**config.mk**
```make
export PLATFORM = sky130hd
export DESIGN_NAME = dio_totalizer
export DESIGN_NICKNAME = d
export VERILOG_FILES = /design/src/include/dio_pkg.sv /design/src/include/count_if.sv /design/src/pulse_counter.sv /design/src/dio_totalizer.sv
export VERILOG_INCLUDE_DIRS = /design/src /design/src/include
export SDC_FILE = /design/constraint.sdc
export NUM_CORES = 1
export LEC_CHECK = 0
export BUFFER_PORTS_ARGS = -buffer_cell sky130_fd_sc_hd__buf_2
export CORE_UTILIZATION = 59
export DETAILED_ROUTE_END_ITERATION = 6
export PLACE_DENSITY = 0.88
export SYNTH_ARGS = -nofsm -noshare
export SYNTH_HDL_FRONTEND = slang
export SYNTH_SLANG_ARGS = --single-unit
```
**constraint.sdc**
```tcl
create_clock -name clk -period 10.6 [get_ports clk]
set_input_delay 1.06 -clock clk [delete_from_list [all_inputs] [get_ports clk]]
set_output_delay 1.06 -clock clk [all_outputs]
set_load 0.02 [all_outputs]
```
**src/include/dio_params.svh**
```systemverilog
// Purpose : constants for the digital i/o, totalizer and setpoint block
// Assumes : one 125 MHz clock, 32-bit register bus with word registers
// Notes   : register index = byte address / 4; channel numbers double as indices
`ifndef DIO_PARAMS_SVH
`define DIO_PARAMS_SVH

// ==================================================================
// widths
`define PORT_W        8
`define COUNT_W       26
`define DAC_W         16
`define IDX_W         6
`define BCD_W         12

// ==================================================================
// register indices (byte address is four times these)
`define IDX_CTRL      6'h00
`define IDX_PORT0     6'h01
`define IDX_PORT1     6'h02
`define IDX_COUNT     6'h03
`define IDX_DAC0      6'h04
`define IDX_DAC1      6'h05
`define IDX_RESET     6'h06
`define IDX_DIR       6'h07

// ==================================================================
// control register fields
`define CTRL_BASE0    0
`define CTRL_BASE1    1
`define CTRL_MODE     2
`define CTRL_EDGE     3
`define CTRL_W        4
`define CTRL_RST      4'h0

// ==================================================================
// reset values and misc
`define DIR_RST       2'h0
`define DAC_ZERO      16'h0000
`define PORT_RST      8'h00
`define CHAN_W        3

`endif

```
**src/include/dio_pkg.sv**
```systemverilog
// Purpose : shared types of the digital i/o and totalizer block
// Assumes : dio_params.svh is on the include path
// Notes   : numbers live in the header, types live here
`default_nettype none
`include "dio_params.svh"

package dio_pkg;
   typedef logic [`PORT_W-1:0]         port_t;   // one 8-bit port
   typedef logic [`COUNT_W-1:0]        count_t;  // totalizer count
   typedef logic signed [`DAC_W-1:0]   dac_t;    // signed setpoint code
   typedef logic [`IDX_W-1:0]          idx_t;    // register index
endpackage

`default_nettype wire

```
**src/include/count_if.sv**
```systemverilog
// Purpose : links the register logic to the totalizer core
// Assumes : both ends on clk
// Notes   : clear is a one-cycle pulse
`timescale 1ns/100ps
`default_nettype none

interface count_if;
   import dio_pkg::*;
   logic   edge_fall;  // 1 counts falling edges
   logic   clr;        // one-cycle clear request
   count_t count;      // running count, from a flop

   modport ctrl    (output edge_fall, output clr, input count);
   modport counter (input edge_fall, input clr, output count);
endinterface

`default_nettype wire

```
**src/pulse_counter.sv**
```systemverilog
// Purpose : 26-bit pulse totalizer with edge select and clear
// Assumes : pulse source is asynchronous and below 100 kHz
// Notes   : wraps to zero past the top; a clear never loses an edge
`timescale 1ns/100ps
`default_nettype none
`include "dio_params.svh"

module pulse_counter
   import dio_pkg::*;
(
   input  wire logic clk,
   input  wire logic rst_b,
   input  wire logic pulse_in,
   count_if.counter  cnt
);
   // ==================================================================
   // input synchroniser and edge detect
   logic   sync1_reg;  // first stage, read only by sync2
   logic   sync2_reg;  // safe level
   logic   prev_reg;   // level one cycle older
   logic   hit;        // qualifying edge this cycle
   count_t count_reg;

   // two flops before any logic sees the pin
   always_ff @(posedge clk or negedge rst_b)
   begin
      if (!rst_b)
      begin
         sync1_reg <= 1'b0;
         sync2_reg <= 1'b0;
         prev_reg  <= 1'b0;
      end
      else
      begin
         sync1_reg <= pulse_in;
         sync2_reg <= sync1_reg;
         prev_reg  <= sync2_reg;
      end
   end

   // edge select: falling or rising
   assign hit = cnt.edge_fall ? (prev_reg & ~sync2_reg)
                              : (~prev_reg & sync2_reg);

   // ==================================================================
   // count: runs from reset with no enable; an edge during a clear is kept
   always_ff @(posedge clk or negedge rst_b)
   begin
      if (!rst_b)
         count_reg <= '0;
      else if (cnt.clr)
         count_reg <= {{(`COUNT_W-1){1'b0}}, hit};
      else
         count_reg <= count_reg + {{(`COUNT_W-1){1'b0}}, hit};
   end

   assign cnt.count = count_reg;

   // ==================================================================
   // checks
   count_step_a : assert property (@(posedge clk) disable iff (!rst_b)
      hit && !cnt.clr |=> count_reg == $past(count_reg) + 26'h0000001)
      else $error("count did not step on an edge");

   count_wrap_a : assert property (@(posedge clk) disable iff (!rst_b)
      hit && !cnt.clr && (&count_reg) |=> count_reg == '0)
      else $error("count did not wrap to zero");

   count_clear_a : assert property (@(posedge clk) disable iff (!rst_b)
      cnt.clr |=> count_reg == {{(`COUNT_W-1){1'b0}}, $past(hit)})
      else $error("clear lost an edge or left a count");
endmodule

`default_nettype wire

```
**src/dio_totalizer.sv**
```systemverilog
// Purpose : two 8-bit i/o ports, pulse totalizer and two setpoint channels
// Assumes : AHB-Lite slave, single word transfers, one 125 MHz clock
// Notes   : zero wait states; read data is taken at the address phase edge
//
// Our own choices: the register addresses and the AHB-Lite interface to the registers.

`timescale 1ns/100ps
`default_nettype none
`include "dio_params.svh"

module dio_totalizer
   import dio_pkg::*;
(
   input  wire logic                clk,
   input  wire logic                rst_b,
   input  wire logic                hsel,
   input  wire logic [31:0]         haddr,
   input  wire logic [1:0]          htrans,
   input  wire logic                hwrite,
   input  wire logic [2:0]          hsize,
   input  wire logic [31:0]         hwdata,
   input  wire logic                hready,
   output logic      [31:0]         hrdata,
   output logic                     hreadyout,
   output logic                     hresp,
   input  wire logic [1:0][7:0]     dio_in,
   output logic      [1:0][7:0]     dio_out,
   output logic      [1:0][7:0]     dio_oe,
   input  wire logic                pulse_in,
   output logic      [15:0]         dac0_code,
   output logic      [15:0]         dac1_code
);

   // ==================================================================
   // number base helpers
   // binary to three bcd digits (double dabble)
   function automatic logic [`BCD_W-1:0] bin_to_bcd(input port_t v);
      logic [`BCD_W+`PORT_W-1:0] sh;
      sh = {{`BCD_W{1'b0}}, v};
      for (int i = 0; i < `PORT_W; i++)
      begin
         if (sh[11:8] > 4'h4)
            sh[11:8] = sh[11:8] + 4'h3;
         if (sh[15:12] > 4'h4)
            sh[15:12] = sh[15:12] + 4'h3;
         if (sh[19:16] > 4'h4)
            sh[19:16] = sh[19:16] + 4'h3;
         sh = {sh[`BCD_W+`PORT_W-2:0], 1'b0};
      end
      return sh[`BCD_W+`PORT_W-1:`PORT_W];
   endfunction

   // three bcd digits to binary; values past 255 keep the low 8 bits
   function automatic port_t bcd_to_bin(input logic [`BCD_W-1:0] b);
      logic [9:0] s;
      s = 10'(b[11:8]) * 10'h064 + 10'(b[7:4]) * 10'h00a + 10'(b[3:0]);
      return s[`PORT_W-1:0];
   endfunction

   // ==================================================================
   // declarations
   logic [`CTRL_W-1:0] ctrl_reg;      // base bits, count mode, edge select
   logic [1:0]         dir_reg;       // 1 = port drives its pins
   port_t [1:0]        pat_reg;       // latched output patterns
   port_t [1:0]        sync1_reg;     // pin sync stage one
   port_t [1:0]        pin_reg;       // pin sync stage two, live levels
   logic [31:0]        rdata_reg;     // read data for the data phase
   logic               ready_reg;     // hreadyout
   logic               wr_reg;        // a write data phase is pending
   idx_t               widx_reg;      // its register index
   logic [15:0]        dac_reg [2];   // setpoint codes
   logic               clr_now;       // counter clear, same edge as capture
   logic               addr_ok;       // valid address phase this cycle
   idx_t               aidx;          // index of that phase
   logic               scan_count_read_step; // counter read this cycle
   logic               rst_cmd;       // write to the reset register
   logic [`CHAN_W-1:0] rst_chan;      // channel named by that write
   logic [31:0]        rd_mux;        // read data being selected
   count_if            cnt ();

   // ==================================================================
   // bus decode
   // a transfer counts only when selected, NONSEQ/SEQ and the bus ready
   assign addr_ok  = hsel & htrans[1] & hready;
   assign aidx     = haddr[`IDX_W+1:2];
   assign scan_count_read_step = addr_ok & ~hwrite & (aidx == `IDX_COUNT);
   assign rst_cmd  = wr_reg & (widx_reg == `IDX_RESET);
   assign rst_chan = hwdata[`CHAN_W-1:0];

   // data phase bookkeeping for writes
   // a write lands one edge later, once hwdata stands in the data phase
   always_ff @(posedge clk or negedge rst_b)
   begin
      if (!rst_b)
      begin
         wr_reg   <= 1'b0;
         widx_reg <= '0;
      end
      else
      begin
         wr_reg   <= addr_ok & hwrite;
         widx_reg <= aidx;
      end
   end

   // never stalls, never errors; flopped so outputs stay registered
   // the flop also keeps hreadyout low for as long as reset is held
   always_ff @(posedge clk or negedge rst_b)
   begin
      if (!rst_b)
      begin
         ready_reg <= 1'b0;
      end
      else
      begin
         ready_reg <= 1'b1;
      end
   end

   // ==================================================================
   // control register: base per port, count mode, edge
   // one word holds all four settings; upper write bits are dropped
   always_ff @(posedge clk or negedge rst_b)
   begin
      if (!rst_b)
         ctrl_reg <= `CTRL_RST;
      else if (wr_reg && widx_reg == `IDX_CTRL)
         ctrl_reg <= hwdata[`CTRL_W-1:0];
   end

   assign cnt.edge_fall = ctrl_reg[`CTRL_EDGE];

   // ==================================================================
   // digital ports: sync, pattern latch, direction (one loop per port)
   for (genvar p = 0; p < 2; p++)
   begin : g_port
      // pins pass two flops before being read
      always_ff @(posedge clk or negedge rst_b)
      begin
         if (!rst_b)
         begin
            sync1_reg[p] <= `PORT_RST;
            pin_reg[p]   <= `PORT_RST;
         end
         else
         begin
            sync1_reg[p] <= dio_in[p];
            pin_reg[p]   <= sync1_reg[p];
         end
      end

      // the pattern is held until the next write to the same channel
      always_ff @(posedge clk or negedge rst_b)
      begin
         if (!rst_b)
            pat_reg[p] <= `PORT_RST;
         else if (wr_reg && widx_reg == idx_t'(p + 1))
         begin
            if (ctrl_reg[p])
               pat_reg[p] <= bcd_to_bin(hwdata[`BCD_W-1:0]);
            else
               pat_reg[p] <= hwdata[`PORT_W-1:0];
         end
      end

      assign dio_out[p] = pat_reg[p];
      assign dio_oe[p]  = {`PORT_W{dir_reg[p]}};
   end

   // direction: a pattern write turns the port round; the direction
   // register lets software hand the pins back to the outside world
   // limitation: a turned port stays an output until that register is written
   always_ff @(posedge clk or negedge rst_b)
   begin
      if (!rst_b)
         dir_reg <= `DIR_RST;
      else
      begin
         if (wr_reg && widx_reg == `IDX_DIR)
            dir_reg <= hwdata[1:0];
         else if (wr_reg && widx_reg == `IDX_PORT0)
            dir_reg[0] <= 1'b1;
         else if (wr_reg && widx_reg == `IDX_PORT1)
            dir_reg[1] <= 1'b1;
      end
   end

   // ==================================================================
   // setpoint channels
   // codes are two's complement, so zero volts is the all-zero code
   for (genvar d = 0; d < 2; d++)
   begin : g_dac
      // a reset command wins over nothing else: both cannot share a cycle
      always_ff @(posedge clk or negedge rst_b)
      begin
         if (!rst_b)
            dac_reg[d] <= `DAC_ZERO;
         else if (wr_reg && widx_reg == idx_t'(d + 4))
            dac_reg[d] <= hwdata[`DAC_W-1:0];
         else if (rst_cmd && rst_chan == `CHAN_W'(d + 4))
            dac_reg[d] <= `DAC_ZERO;
      end
   end

   assign dac0_code = dac_reg[0];
   assign dac1_code = dac_reg[1];

   // ==================================================================
   // totalizer control
   // clear on a manual reset, or on a counter read in read-and-reset mode
   // the clear is not flopped: it lands on the edge that captures the count,
   // so an edge between capture and clear cannot be lost, and a read placed
   // right after a manual reset still sees the count from before the clear
   assign clr_now = (scan_count_read_step & ctrl_reg[`CTRL_MODE])
                    | (rst_cmd & (rst_chan == `CHAN_W'(`IDX_COUNT)));

   assign cnt.clr = clr_now;

   // the count core; see pulse_counter for the edge and wrap logic
   pulse_counter u_count (
      .clk      (clk),
      .rst_b    (rst_b),
      .pulse_in (pulse_in),
      .cnt      (cnt.counter)
   );

   // ==================================================================
   // read mux, sampled once at the address phase edge
   // the count is captured only here, so nothing changes without a read
   // unmapped words read zero rather than erroring, so a stray probe is harmless
   always_comb
   begin
      rd_mux = 32'h0000_0000;
      case (aidx)
         `IDX_CTRL  : rd_mux = {28'h0000000, ctrl_reg};
         `IDX_PORT0 : rd_mux = ctrl_reg[`CTRL_BASE0]
                               ? {20'h00000, bin_to_bcd(pin_reg[0])}
                               : {24'h000000, pin_reg[0]};
         `IDX_PORT1 : rd_mux = ctrl_reg[`CTRL_BASE1]
                               ? {20'h00000, bin_to_bcd(pin_reg[1])}
                               : {24'h000000, pin_reg[1]};
         `IDX_COUNT : rd_mux = {6'h00, cnt.count};
         `IDX_DAC0  : rd_mux = {16'h0000, dac_reg[0]};
         `IDX_DAC1  : rd_mux = {16'h0000, dac_reg[1]};
         `IDX_DIR   : rd_mux = {30'h0, dir_reg};
         default    : rd_mux = 32'h0000_0000;           // unmapped reads zero
      endcase
   end

   // hold the last read value between reads
   always_ff @(posedge clk or negedge rst_b)
   begin
      if (!rst_b)
         rdata_reg <= 32'h0000_0000;
      else if (addr_ok && !hwrite)
         rdata_reg <= rd_mux;
   end

   assign hrdata    = rdata_reg;
   assign hreadyout = ready_reg;
   assign hresp     = 1'b0;

   // ==================================================================
   // checks
   // the bus checks below rely on the slave never inserting wait states
   port_write_a : assert property (@(posedge clk) disable iff (!rst_b)
      wr_reg && widx_reg == `IDX_PORT0 && !ctrl_reg[`CTRL_BASE0]
      |=> pat_reg[0] == $past(hwdata[7:0]) && dio_oe[0] == 8'hff)
      else $error("port pattern not latched or not driven");

   port_turn_a : assert property (@(posedge clk) disable iff (!rst_b)
      wr_reg && widx_reg == `IDX_PORT1 |=> dir_reg[1] ##1 dir_reg[1] || wr_reg)
      else $error("port did not turn to output");

   dec_read_a : assert property (@(posedge clk) disable iff (!rst_b)
      addr_ok && !hwrite && aidx == `IDX_PORT0 && ctrl_reg[`CTRL_BASE0]
      |=> hrdata == {20'h00000, bin_to_bcd($past(pin_reg[0]))})
      else $error("decimal port read wrong");

   count_read_a : assert property (@(posedge clk) disable iff (!rst_b)
      scan_count_read_step |=> hrdata == {6'h00, $past(cnt.count)})
      else $error("count read not sampled at the request");

   count_reset_a : assert property (@(posedge clk) disable iff (!rst_b)
      scan_count_read_step && ctrl_reg[`CTRL_MODE]
      |=> cnt.count <= 26'h0000001)
      else $error("read-and-reset left the count");

   count_keep_a : assert property (@(posedge clk) disable iff (!rst_b)
      scan_count_read_step && !ctrl_reg[`CTRL_MODE] && !rst_cmd
      |=> cnt.count == $past(cnt.count) || cnt.count == $past(cnt.count) + 26'h0000001)
      else $error("continuous mode read cleared the count");

   dac_zero_a : assert property (@(posedge clk) disable iff (!rst_b)
      rst_cmd && rst_chan == 3'h4 && !(wr_reg && widx_reg == `IDX_DAC0)
      |=> dac0_code == `DAC_ZERO)
      else $error("setpoint reset did not load zero");

   dac_write_a : assert property (@(posedge clk) disable iff (!rst_b)
      wr_reg && widx_reg == `IDX_DAC1 |=> dac1_code == $past(hwdata[15:0]))
      else $error("setpoint not written");

   // the ready flop needs one edge after release, so that edge is spared
   bus_ok_a : assert property (@(posedge clk) disable iff (!rst_b)
      $past(rst_b) |-> hreadyout && !hresp)
      else $error("slave stalled or errored");

   ctrl_write_a : assert property (@(posedge clk) disable iff (!rst_b)
      wr_reg && widx_reg == `IDX_CTRL |=> ctrl_reg == $past(hwdata[`CTRL_W-1:0]))
      else $error("control write not taken");

   // a manual clear keeps at most the one edge that met it
   count_manual_a : assert property (@(posedge clk) disable iff (!rst_b)
      rst_cmd && rst_chan == `CHAN_W'(`IDX_COUNT) |=> cnt.count <= 26'h0000001)
      else $error("manual clear left a count");

   port_live_a : assert property (@(posedge clk) disable iff (!rst_b)
      addr_ok && !hwrite && aidx == `IDX_PORT1 && !ctrl_reg[`CTRL_BASE1]
      |=> hrdata == {24'h000000, $past(pin_reg[1])})
      else $error("binary port read not live");

   // between reads the answer must not move on its own
   read_hold_a : assert property (@(posedge clk) disable iff (!rst_b)
      !(addr_ok && !hwrite) |=> $stable(hrdata))
      else $error("read data changed without a read");

   dir_set_a : assert property (@(posedge clk) disable iff (!rst_b)
      wr_reg && widx_reg == `IDX_PORT0 |=> dio_oe[0] == 8'hff)
      else $error("first port did not turn to output");
endmodule

`default_nettype wire

```
==> results.txt, run 1 <==
The measured slew at the worst slew-check pin was 1150 ps. The tools report the DRC violation count after routing as 0. The cell repeated most along the worst path was sky130_fd_sc_hd__ha_1. The critical path in this run is classified as reg2reg. The number of different library cells used by synthesis comes to 77. The most used flip-flop cell after synthesis is sky130_fd_sc_hd__dfrtp_1. For the remaining global-route overflow, the log shows 0. In this run the post-CTS setup repair buffer count came out at 0. Clock latency on the worst-skew pair, taken at its later pin, is 420 ps. The Yosys warning count came out at 0.

Library cell with the highest instance count after synthesis: sky130_fd_sc_hd__dfrtp_1. The area growth from synthesis to layout is 15.1%. The worst hold path belongs to the class reg2reg. Total routing usage reported by global routing: 31.8%. The number of hold violations in the final report is 0. The clock transition time at the flip-flop clock pins of the worst setup and hold paths is 60 ps. In the synthesized netlist, the cells that appear most often are sky130_fd_sc_hd__dfrtp_1, sky130_fd_sc_hd__nand2_1, sky130_fd_sc_hd__nor2_1.

For the number of CTS-inserted buffers, the log shows 17. The worst setup path is captured at a register. The slowest stage cell on the critical path was sky130_fd_sc_hd__xor2_1.

In this run, synthesis produced a sequential element count of 149. The share of synthesized area occupied by flip-flops and latches was 43.4%; the area share of the largest cell type after synthesis was 43.4%. In this run the remaining antenna-violating nets after routing total 0. In the synthesized netlist the async set-or-reset flop fraction comes to 100%. At the end of routability-driven placement, the weighted congestion stood at 0.951. Once the clock tree was built, the resizer swapped 0 gates to a different size.

The logs give 10910 ps for the data required time at the worst endpoint and 1.67 mW for the overall power. After the last flow step, the layout net total stands at 1144. The routed design could run at a clock period as short as 5040 ps. The routed design has 23000 µm of wire.

Clock tree synthesis found a total of 149 sinks. The floorplan has 43 rows. In this run the clock root is driven by a sky130_fd_sc_hd__clkbuf_16. The number of enable flip-flop cells after synthesis was 0; the critical path arrival was 5350 ps. Iteration count of the initial detailed-routing pass: 7. The highest clock rate came out at 199 MHz. The run finished with clean final reports.

In the final layout, the share of cells above drive strength 1 is 18.6%. The die boundary width is 123 µm, and the share of the clock period used by the worst path is 47.5%. The count of buffers from port buffering works out to 135. Pin placement for this block handled 189 I/O pins.

On the critical path the largest part of the delay comes from compound AO/OA/AOI/OAI gates. The number of antenna violations at the first check in global routing was 0; the average footprint of a synthesized cell was 9.55 µm². The repair_antennas step left the layout with diodes totalling 0. The overall die height is 123 µm, and the average routed wire per standard cell is 19.2 µm. The cell taking the most area after synthesis is sky130_fd_sc_hd__dfrtp_1. For this run, the slowest stage of the critical path takes 640 ps. The maximum resistive drop on vdd is 0.000103 V, and the leakage power figure is 4.74 nW. The floorplan step defined a die boundary enclosing 15100 µm². The global-route wire length before repair was 36500 µm. The filler cells instantiated in the layout total 950. Yosys attributes the largest share of cell area to sky130_fd_sc_hd__dfrtp_1, sky130_fd_sc_hd__ha_1, sky130_fd_sc_hd__nand2_1. The total of endpoints with negative setup slack in the final report is 0, and the count of vias placed by the detailed router is 7721.

For this design, the CTS-stage hold fixing added 0 buffers. The logs give 0 ps for the final-layout setup total negative slack and 0 for the number of max-slew violations in the final report. The worst pin sits at a relative slew slack of 22.0%. TritonCTS built the clock tree.

The detailed router finished its first iteration with 867 violations. The number of global-route vias before repair is 7236, and the buffering stage count on the worst path with inverters included is 3. The worst-path maximum fanout was 11.

The tools report the kind of start point of the critical path as a register. The end-of-flow core utilization was 70.5%. The cell count after synthesis came out at 900. Traced cell by cell, the critical path runs through inv_1 > ha_1 > inv_1 > ha_1 > xor2_1 > nor4_1 > a21o_1 > o2bb2ai_1 > ha_1 > a31oi_1 > a21boi_1 > xnor2_1 > inv_1 > ha_1 > o21ai_0 > a211oi_1 > nor4_1 > xnor2_1 > o21ai_1 > a21o_1. The H-tree generated during clock tree synthesis spans 4 levels.

The run gives 15600 µm as the HPWL reported at the end of detailed placement. The core region is 14000 µm². In this run the deepest clock path goes through 2 buffers. The initial utilization of the core area, before any placement, comes to 61.2%. Summing every instance area after synthesis gives 8600 µm². The via count normalized by instance count came out at 6.43. The tools report the final clock skew as 11.2 ps.

Across the run, the number of max-cap violations was 0. Entering global routing, the biggest net connects 83 pins. Setup repair after global routing left no endpoint under its margin.

Dividing total power by cell area gives a power density of 169 nW/µm².
==> stage by stage <==
stage / std cells / worst slack [ps] / instance area, µm² / hold WS, ps
finish: 1200 / 5560 / 9900 / 347
global route: 1200 / 5260 / 9900 / 360
CTS: 1200 / 5700 / 9900 / 351
detailed placement: 1168 / 5830 / 9300 / 336
global placement: 1168 / 5960 / 9300 / 332
floorplan: 906 / 6390 / 8620 / 331
==> logic make-up after synthesis <==
kind of cell    count (synthesis)  synth area share [%]
simple gates                  287                  16.1
fa+ha+maj                      46                  7.04
xor+xnor                       47                  4.87
buf+inv                       100                  5.31
mux                            24                  2.85
compound gates                245                  20.3
flops                         149                  43.4
other cells                     2                0.0873
==> metal layers <==
metal	part of all wire (%)	wire (µm)	up-vias	GRT usage, %
met5	0	0	-	0
met3	8.0	1850	76	5.76
li1	-	-	3478	-
met1	40	9120	3737	41.8
met2	49	11300	430	50.8
met4	3.4	783	0	15.5
==> path summary, 6_finish.rpt <==
check                                   from                   end  slack [ps]  cells after the start
max in group asynchronous              rst_b  u_count.cnt.count[3]        8490                      2
min in group asynchronous              rst_b         sync1_reg[11]         630                      1
worst max register to register    pin_reg[5]             hrdata[1]        5560                     20
worst min register to register  sync1_reg[4]            pin_reg[4]         350                      0
worst max-delay path              pin_reg[5]             hrdata[1]        5560                     20
worst min-delay path            sync1_reg[4]            pin_reg[4]         350                      0
==> final cells by class <==
class / instances / area [µm²] / area share, %
Clock inverter: 12 / 144 / 1.45
Multi-Input combinational cell: 657 / 4450 / 44.9
Tap cell: 180 / 225 / 2.28
Inverter: 37 / 139 / 1.40
Clock buffer: 20 / 457 / 4.61
Sequential cell: 149 / 3730 / 37.7
Timing Repair Buffer: 145 / 757 / 7.65
==> layout by cell type (no fill, tap or decap), types with 8 or more instances in the layout <==
master                      netlist  layout
sky130_fd_sc_hd__o21ai_0         54      54
sky130_fd_sc_hd__nor2_1          64      64
sky130_fd_sc_hd__a21oi_1         44      44
sky130_fd_sc_hd__nand4_1         11      11
sky130_fd_sc_hd__nand3_1         28      28
sky130_fd_sc_hd__ha_1            42      42
sky130_fd_sc_hd__nand2_1         94      94
sky130_fd_sc_hd__xnor2_1         20      20
sky130_fd_sc_hd__and3_1          13      13
sky130_fd_sc_hd__clkbuf_16        0      17
sky130_fd_sc_hd__xor2_1          26      26
sky130_fd_sc_hd__buf_2            1     134
sky130_fd_sc_hd__dfrtp_1        149     149
sky130_fd_sc_hd__nor2b_1          8       8
sky130_fd_sc_hd__buf_4           21      10
sky130_fd_sc_hd__a222oi_1        11      11
sky130_fd_sc_hd__a22o_1          31      31
sky130_fd_sc_hd__conb_1           2       8
sky130_fd_sc_hd__mux2i_1         20      20
sky130_fd_sc_hd__nor3_1          19      19
sky130_fd_sc_hd__nor4_1          11      11
sky130_fd_sc_hd__inv_1           35      35
sky130_fd_sc_hd__nand2b_1        11      11
sky130_fd_sc_hd__a31oi_1         11      11
==> where the power goes <==
group / internal (mW) / leakage (nW) / total, mW / switching [mW]
Clock: 0.364 / 0.290 / 0.611 / 0.247
Combinational: 0.147 / 2.66 / 0.365 / 0.218
Sequential: 0.625 / 1.79 / 0.695 / 0.0702
Note: power is estimated with default switching activity, not from simulation.
==> run 2, diff against run 1 <==
--- a/config.mk
+++ b/config.mk
@@ -7,9 +7,9 @@
 export NUM_CORES = 1
 export LEC_CHECK = 0
 export BUFFER_PORTS_ARGS = -buffer_cell sky130_fd_sc_hd__buf_2
-export CORE_UTILIZATION = 59
+export CORE_UTILIZATION = 55
 export DETAILED_ROUTE_END_ITERATION = 6
-export PLACE_DENSITY = 0.88
+export PLACE_DENSITY = 0.83
 export SYNTH_ARGS = -nofsm -noshare
 export SYNTH_HDL_FRONTEND = slang
 export SYNTH_SLANG_ARGS = --single-unit
==> constraint.sdc (replaced) <==
create_clock -name clk -period 5.2 [get_ports clk]
set_input_delay 0.52 -clock clk [delete_from_list [all_inputs] [get_ports clk]]
set_output_delay 0.52 -clock clk [all_outputs]
set_load 0.02 [all_outputs]
==> results.txt, run 2 (synthesized netlist as in run 1, its figures left out) <==
Critical-path cell list: inv_1 > ha_1 > inv_1 > ha_1 > xor2_4 > nor4_1 > a2111o_1 > a32o_1 > ha_1 > o31a_1 > xnor2_1 > ha_1 > nor2_1 > or4_1 > nand3_1 > nor3_1 > o31ai_1 > a41oi_1 (was inv_1 > ha_1 > inv_1 > ha_1 > xor2_1 > nor4_1 > a21o_1 > o2bb2ai_1 > ha_1 > a31oi_1 > a21boi_1 > xnor2_1 > inv_1 > ha_1 > o21ai_0 > a211oi_1 > nor4_1 > xnor2_1 > o21ai_1 > a21o_1). Overall die height: 127 µm (was 123 µm). Number of hold buffers added after cts: 0 (unchanged). Maximum cell stage delay along the critical path: 520 ps (was 640 ps). The flow ran to the end, and the final reports show no timing, DRC or antenna violations.

The clock root buffer was sky130_fd_sc_hd__clkbuf_16 (unchanged). The final-layout setup total negative slack is 0 ps (unchanged), and the violation count after the first detailed-route iteration is 838 (was 867). For the number of max-slew violations in the final report, the log shows 0 (unchanged). The die boundary width came out at 127 µm (was 123 µm). The placement-stage cell area is 9310 µm² (was 9300 µm²). The via count normalized by instance count was 6.36 (was 6.43); the HPWL reported at the end of detailed placement was 15300 µm (was 15600 µm).

For the total wire length, the log shows 22200 µm (was 23000 µm). The area of the core region came out at 15200 µm² (was 14000 µm²). The tools report the number of hold violations in the final report as 0 (unchanged). The clock transition time at the flip-flop clock pins of the worst setup and hold paths was 60 ps (about the same); the average routed wire per standard cell was 18.4 µm (was 19.2 µm).

The worst-case hold slack came out at 177 ps (was 347 ps). The minimum setup slack among reg-to-reg paths is 370 ps (was 5560 ps). The count of buffers from port buffering works out to 135 (unchanged). The end-of-flow core utilization was 65.3% (was 70.5%).

Top library cells by usage in the layout, fill and taps aside: sky130_fd_sc_hd__dfrtp_1, sky130_fd_sc_hd__buf_2, sky130_fd_sc_hd__nand2_1 (unchanged). The logs give 0.000331 V (was 0.000103 V) for the maximum resistive drop on vdd and 0 (unchanged) for the total of endpoints with negative setup slack in the final report. Post-layout instance area: 9930 µm² (was 9900 µm²).

The clock latency on the worst-skew pair is 430 ps (was 420 ps). Setup repair after global routing left no endpoint under its margin. The tools report the launch point of the worst reg-to-reg path as pin_reg[13] (was pin_reg[5]).

The cell depth of the worst flop-to-flop path works out to 18 (was 20). The number of antenna violations at the first check in global routing is 0 (unchanged). Buffering stage count on the worst path with inverters included: 2 (was 3). The share of the clock period used by the worst path was 92.9% (was 47.5%); the iteration count of the initial detailed-routing pass was 5 (was 7). The number of placed I/O pins is 189 (unchanged). The tools report the end of the worst register-to-register path as hrdata[2] (was hrdata[1]).

The number of CTS-inserted buffers was 17 (unchanged); the worst-path maximum fanout was 10 (was 11). TritonCTS built the clock tree. The endpoint kind of the worst setup timing path is a register (unchanged). The power density of the placed cells came out at 345 nW/µm² (was 169 nW/µm²). The synthesis-to-finish area growth is 15.5% (was 15.1%), and the post-layout net count is 1144 (unchanged). The number of max-cap violations was 0 (unchanged). The measured slew at the worst slew-check pin is 1180 ps (was 1150 ps). The tools report the kind of start point of the critical path as a register (unchanged). The number of global-route vias before repair was 7194 (was 7236); the data required time at the worst endpoint was 5480 ps (was 10910 ps). For the number of nets with antenna violations after detailed routing, the log shows 0 (unchanged).

The run gives 0 (unchanged) as the DRC violation count after routing. For the count of vias placed by the detailed router, the log shows 7673 (was 7721). The die area is 16100 µm² (was 15100 µm²). The site row count is 45 (was 43). The fraction of layout instances using a drive strength above 1 came out at 18.7% (was 18.6%). For the highest clock rate, the log shows 207 MHz (was 199 MHz). The run gives 0 (unchanged) as the remaining global-route overflow. The tools report the total routing usage reported by global routing as 28.7% (was 31.8%). The final critical path time including I/O delays and setup was 4830 ps (was 5040 ps). The logs give 149 (unchanged) for the number of clock sinks and 36400 µm (was 36500 µm) for the global-route wire length before repair. The category of the most critical setup path was reg2reg (unchanged). The logs give 7.12 ps (was 11.2 ps) for the final clock skew and 4 (unchanged) for the CTS H-tree depth.

The leakage power figure was 4.74 nW (about the same). The worst min-delay path category was in2async (was reg2reg). The most common library cell in the layout ignoring fill and taps was sky130_fd_sc_hd__dfrtp_1 (unchanged). The relative slew slack was 20.5% (was 22.0%). The logs give 3.43 mW (was 1.67 mW) for the overall power and 0.917 (was 0.951) for the final weighted congestion in routability-driven placement. The maximum root-to-sink buffer count is 2 (unchanged), and the number of fillers in the final layout is 1169 (was 950). Effective utilization at floorplan: 56.6% (was 61.2%).

For the number of inserted diodes, the log shows 0 (unchanged). The slowest stage cell on the critical path is sky130_fd_sc_hd__dfrtp_1 (was sky130_fd_sc_hd__xor2_1). The critical path arrival was 5120 ps (was 5350 ps). The pin count of the biggest net entering global routing came out at 97 (was 83). The cell repeated most along the worst path was sky130_fd_sc_hd__ha_1 (unchanged). The category of cells accounting for the largest share of critical-path delay was compound AO/OA/AOI/OAI gates (unchanged).
-- run 2: layout make-up --
cell class	instances	area (µm²)	area share, %
clock buffer	18	439	4.42
clock inverter	13	173	1.74
inverter	37	139	1.40
multi-input combinational	657	4460	44.9
sequential	149	3730	37.5
tap	188	235	2.37
timing repair buffer	145	757	7.62
-- run 2: what timing repair did --
item,4_1_cts,5_1_grt
setup buffers,0,0
gates resized for setup,0,2
hold endpoints to repair,0,0
setup endpoints to repair,0,1
-- run 2: per-stage QoR --
step,worst slack [ps],cells
after global placement,621,1176
after CTS,398,1207
after detailed placement,453,1176
final,367,1207
after floorplan,991,906
after global routing,2.80,1207
-- run 2: worst max-delay path by stage --
stage                      from        end  depth (start not counted)
floorplan           pin_reg[13]  hrdata[2]                         18
global placement    pin_reg[13]  hrdata[2]                         18
detailed placement  pin_reg[13]  hrdata[2]                         18
CTS                 pin_reg[13]  hrdata[2]                         18
global route        pin_reg[13]  hrdata[2]                         18
finish              pin_reg[13]  hrdata[2]                         18
-- run 2: where the power goes --
group	internal, mW	switching, mW	leakage (nW)
clock network	0.772	0.505	0.291
logic	0.301	0.432	2.66
registers	1.27	0.141	1.79
-- run 2: per-layer routing --
layer / global-route usage, % / vias up / wire length, µm
met5: 0 / - / 0
met4: 12.0 / 0 / 632
met3: 5.74 / 53 / 1670
met2: 46.8 / 382 / 10700
met1: 37.6 / 3753 / 9180
li1: - / 3485 / -
==> run 3, diff against run 2 <==
--- a/config.mk
+++ b/config.mk
@@ -10,6 +10,7 @@
 export CORE_UTILIZATION = 55
 export DETAILED_ROUTE_END_ITERATION = 6
 export PLACE_DENSITY = 0.83
+export REMOVE_ABC_BUFFERS = 1
 export SYNTH_ARGS = -nofsm -noshare
 export SYNTH_HDL_FRONTEND = slang
 export SYNTH_SLANG_ARGS = --single-unit
==> results.txt, run 3 (synthesized netlist as in run 1, its figures left out) <==
The run finished with clean final reports. The run gives 189 (unchanged) as the number of placed I/O pins. The logs give 0.895 (was 0.917) for the final weighted congestion in routability-driven placement and 0 (unchanged) for the number of antenna violations at the first check in global routing. The most common library cell in the layout ignoring fill and taps is sky130_fd_sc_hd__dfrtp_1 (unchanged). Total wire length: 21600 µm (was 22200 µm). The effective utilization at floorplan came out at 56.6% (unchanged).

The overall die height works out to 127 µm (unchanged). The final critical path time including I/O delays and setup is 4890 ps (was 4830 ps), and the critical path arrival is 5180 ps (was 5120 ps). Top library cells by usage in the layout, fill and taps aside: sky130_fd_sc_hd__dfrtp_1, sky130_fd_sc_hd__buf_2, sky130_fd_sc_hd__nand2_1 (unchanged). The kind of start point of the critical path is a register (unchanged). The remaining global-route overflow came out at 0 (unchanged). The cell depth of the worst flop-to-flop path is 18 (unchanged), and the final clock skew is 9.03 ps (was 7.12 ps).

Worst min-delay path category: in2reg (was in2async). The run gives 7483 (was 7673) as the count of vias placed by the detailed router. The run gives 6988 (was 7194) as the number of global-route vias before repair. Leakage power figure: 4.73 nW (was 4.74 nW).

The overall power is 3.36 mW (was 3.43 mW). Number of clock sinks: 149 (unchanged). The tools report the endpoint kind of the worst setup timing path as a register (unchanged). The logs give 0 (unchanged) for the number of hold buffers added after cts and 5490 ps (was 5480 ps) for the data required time at the worst endpoint.

The number of nets with antenna violations after detailed routing came out at 0 (unchanged). The end of the worst register-to-register path is hrdata[2] (unchanged). The fraction of met3 tracks used by global routing was 5.36% (was 5.74%); the synthesis-to-finish area growth was 15.2% (was 15.5%). The power density of the placed cells is 339 nW/µm² (was 345 nW/µm²), and the instance count after placement with tap cells included is 1175 (was 1176).

The number of hold violations in the final report was 0 (unchanged). For the pin count of the biggest net entering global routing, the log shows 107 (was 97). The category of the most critical setup path was reg2reg (unchanged). The global-route wire length before repair is 34900 µm (was 36400 µm). For the post-layout net count, the log shows 1143 (was 1144). The count of buffers from port buffering came out at 135 (unchanged). The die boundary width was 127 µm (unchanged); the relative slew slack was 20.7% (was 20.5%). Clock root buffer: sky130_fd_sc_hd__clkbuf_16 (unchanged). Highest-utilization routing layer at the global route stage: met2 (unchanged). DRC violation count after routing: 0 (unchanged). The maximum resistive drop on vdd came out at 0.000311 V (was 0.000331 V). The tools report the iteration count of the initial detailed-routing pass as 5 (unchanged).

The maximum root-to-sink buffer count was 2 (unchanged); the CTS H-tree depth was 4 (unchanged). For the total of endpoints with negative setup slack in the final report, the log shows 0 (unchanged). The average routed wire per standard cell was 17.9 µm (was 18.4 µm); the violation count after the first detailed-route iteration was 706 (was 838). The HPWL reported at the end of detailed placement came out at 15300 µm (about the same).

The tools report the termination of the worst setup path as hrdata[2] (unchanged). The number of CTS-inserted buffers was 17 (unchanged); the number of cells on the worst hold path was 1. Fraction of layout instances using a drive strength above 1: 19.0% (was 18.7%). The measured slew at the worst slew-check pin was 1190 ps (was 1180 ps). For the site row count, the log shows 45 (unchanged). TritonCTS built the clock tree.

Number of max-cap violations: 0 (unchanged). The worst-case hold slack is 193 ps (was 177 ps). Setup repair after global routing left no endpoint under its margin. The minimum setup slack among reg-to-reg paths was 310 ps (was 370 ps). The run gives 205 MHz (was 207 MHz) as the highest clock rate. The met1 usage in global routing was 37.1% (was 37.6%); the total routing usage reported by global routing was 27.8% (was 28.7%). The worst-path maximum fanout works out to 10 (unchanged). The tools report the launch point of the worst reg-to-reg path as pin_reg[13] (unchanged). The number of fillers in the final layout is 1199 (was 1169), and the number of inserted diodes is 0 (unchanged). The run gives 1207 (unchanged) as the post-layout instance count excluding filler cells. The clock transition time at the flip-flop clock pins of the worst setup and hold paths works out to 60 ps (about the same). For the met2 track demand over resource, the log shows 44.8% (was 46.8%).

The tools report the start point of the critical path as pin_reg[13] (unchanged). The logs give 65.2% (was 65.3%) for the end-of-flow core utilization and 15200 µm² (unchanged) for the area of the core region. The final-layout setup total negative slack came out at 0 ps (unchanged). The clock latency on the worst-skew pair was 430 ps (about the same). The share of the clock period used by the worst path was 94.0% (was 92.9%). The die area is 16100 µm² (unchanged), and the via count normalized by instance count is 6.20 (was 6.36). Number of max-slew violations in the final report: 0 (unchanged).
==> run 3: cell type report <==
class	instances	area (µm²)	area share (%)
sequential	149	3730	37.6
clock buffer	18	439	4.43
clock inverter	14	150	1.52
timing repair buffer	144	749	7.57
tap	188	235	2.37
multi-input combinational	657	4460	45.1
inverter	37	139	1.40
==> run 3: where the power goes <==
part / internal (mW) / leakage [nW] / switching [mW]
clock: 0.722 / 0.283 / 0.503
combinational: 0.300 / 2.65 / 0.421
sequential: 1.27 / 1.79 / 0.139
total: 2.30 / 4.73 / 1.06
==> run 3: worst min-delay path by stage <==
stage | start | to | slack, ps
finish | dio_in[7] | sync1_reg[7] | 190
detailed placement | sync1_reg[0] | pin_reg[0] | 330
floorplan | rst_b | ctrl_reg[0] | 220
global route | dio_in[15] | sync1_reg[15] | 180
CTS | dio_in[11] | sync1_reg[11] | 180
global placement | u_count.sync1_reg | u_count.sync2_reg | 330
==> run 3: through the flow <==
| stage | instance area, µm² | worst slack [ps] |
|---|---|---|
| after floorplan | 8300 | 966 |
| after global placement | 9300 | 525 |
| after detailed placement | 9300 | 395 |
| after CTS | 9890 | 368 |
| after global routing | 9910 | 26.6 |
| final | 9910 | 313 |
==> run 3: routing by layer <==
metal	share of wire, %	up-vias
li1	-	3481
met1	42	3651
met2	48	308
met3	7.1	43
met4	2.2	0
met5	0	-
==> run 3: worst max-delay path, stage by stage, from the launching register on <==
cell                       delay (ps)
sky130_fd_sc_hd__dfrtp_1          460
sky130_fd_sc_hd__inv_1             90
sky130_fd_sc_hd__ha_1             240
sky130_fd_sc_hd__inv_1             80
sky130_fd_sc_hd__ha_1             230
sky130_fd_sc_hd__xor2_2           440
sky130_fd_sc_hd__nor4_1           140
sky130_fd_sc_hd__a2111o_1         430
sky130_fd_sc_hd__a32o_1           290
sky130_fd_sc_hd__ha_1             250
sky130_fd_sc_hd__o31a_1           400
sky130_fd_sc_hd__xnor2_1          240
sky130_fd_sc_hd__ha_1             250
sky130_fd_sc_hd__nor2_1            50
sky130_fd_sc_hd__or4_1            400
sky130_fd_sc_hd__nand3_1          210
sky130_fd_sc_hd__nor3_1            70
sky130_fd_sc_hd__o31ai_1          310
sky130_fd_sc_hd__a41oi_1          150
==> run 3: timing repair <==
| item | 4_1_cts | 5_1_grt |
|---|---|---|
| setup buffers | 0 | 0 |
| setup endpoints to repair | 0 | 2 |
| resized for setup | 0 | 3 |
| hold endpoints to repair | 0 | 0 |
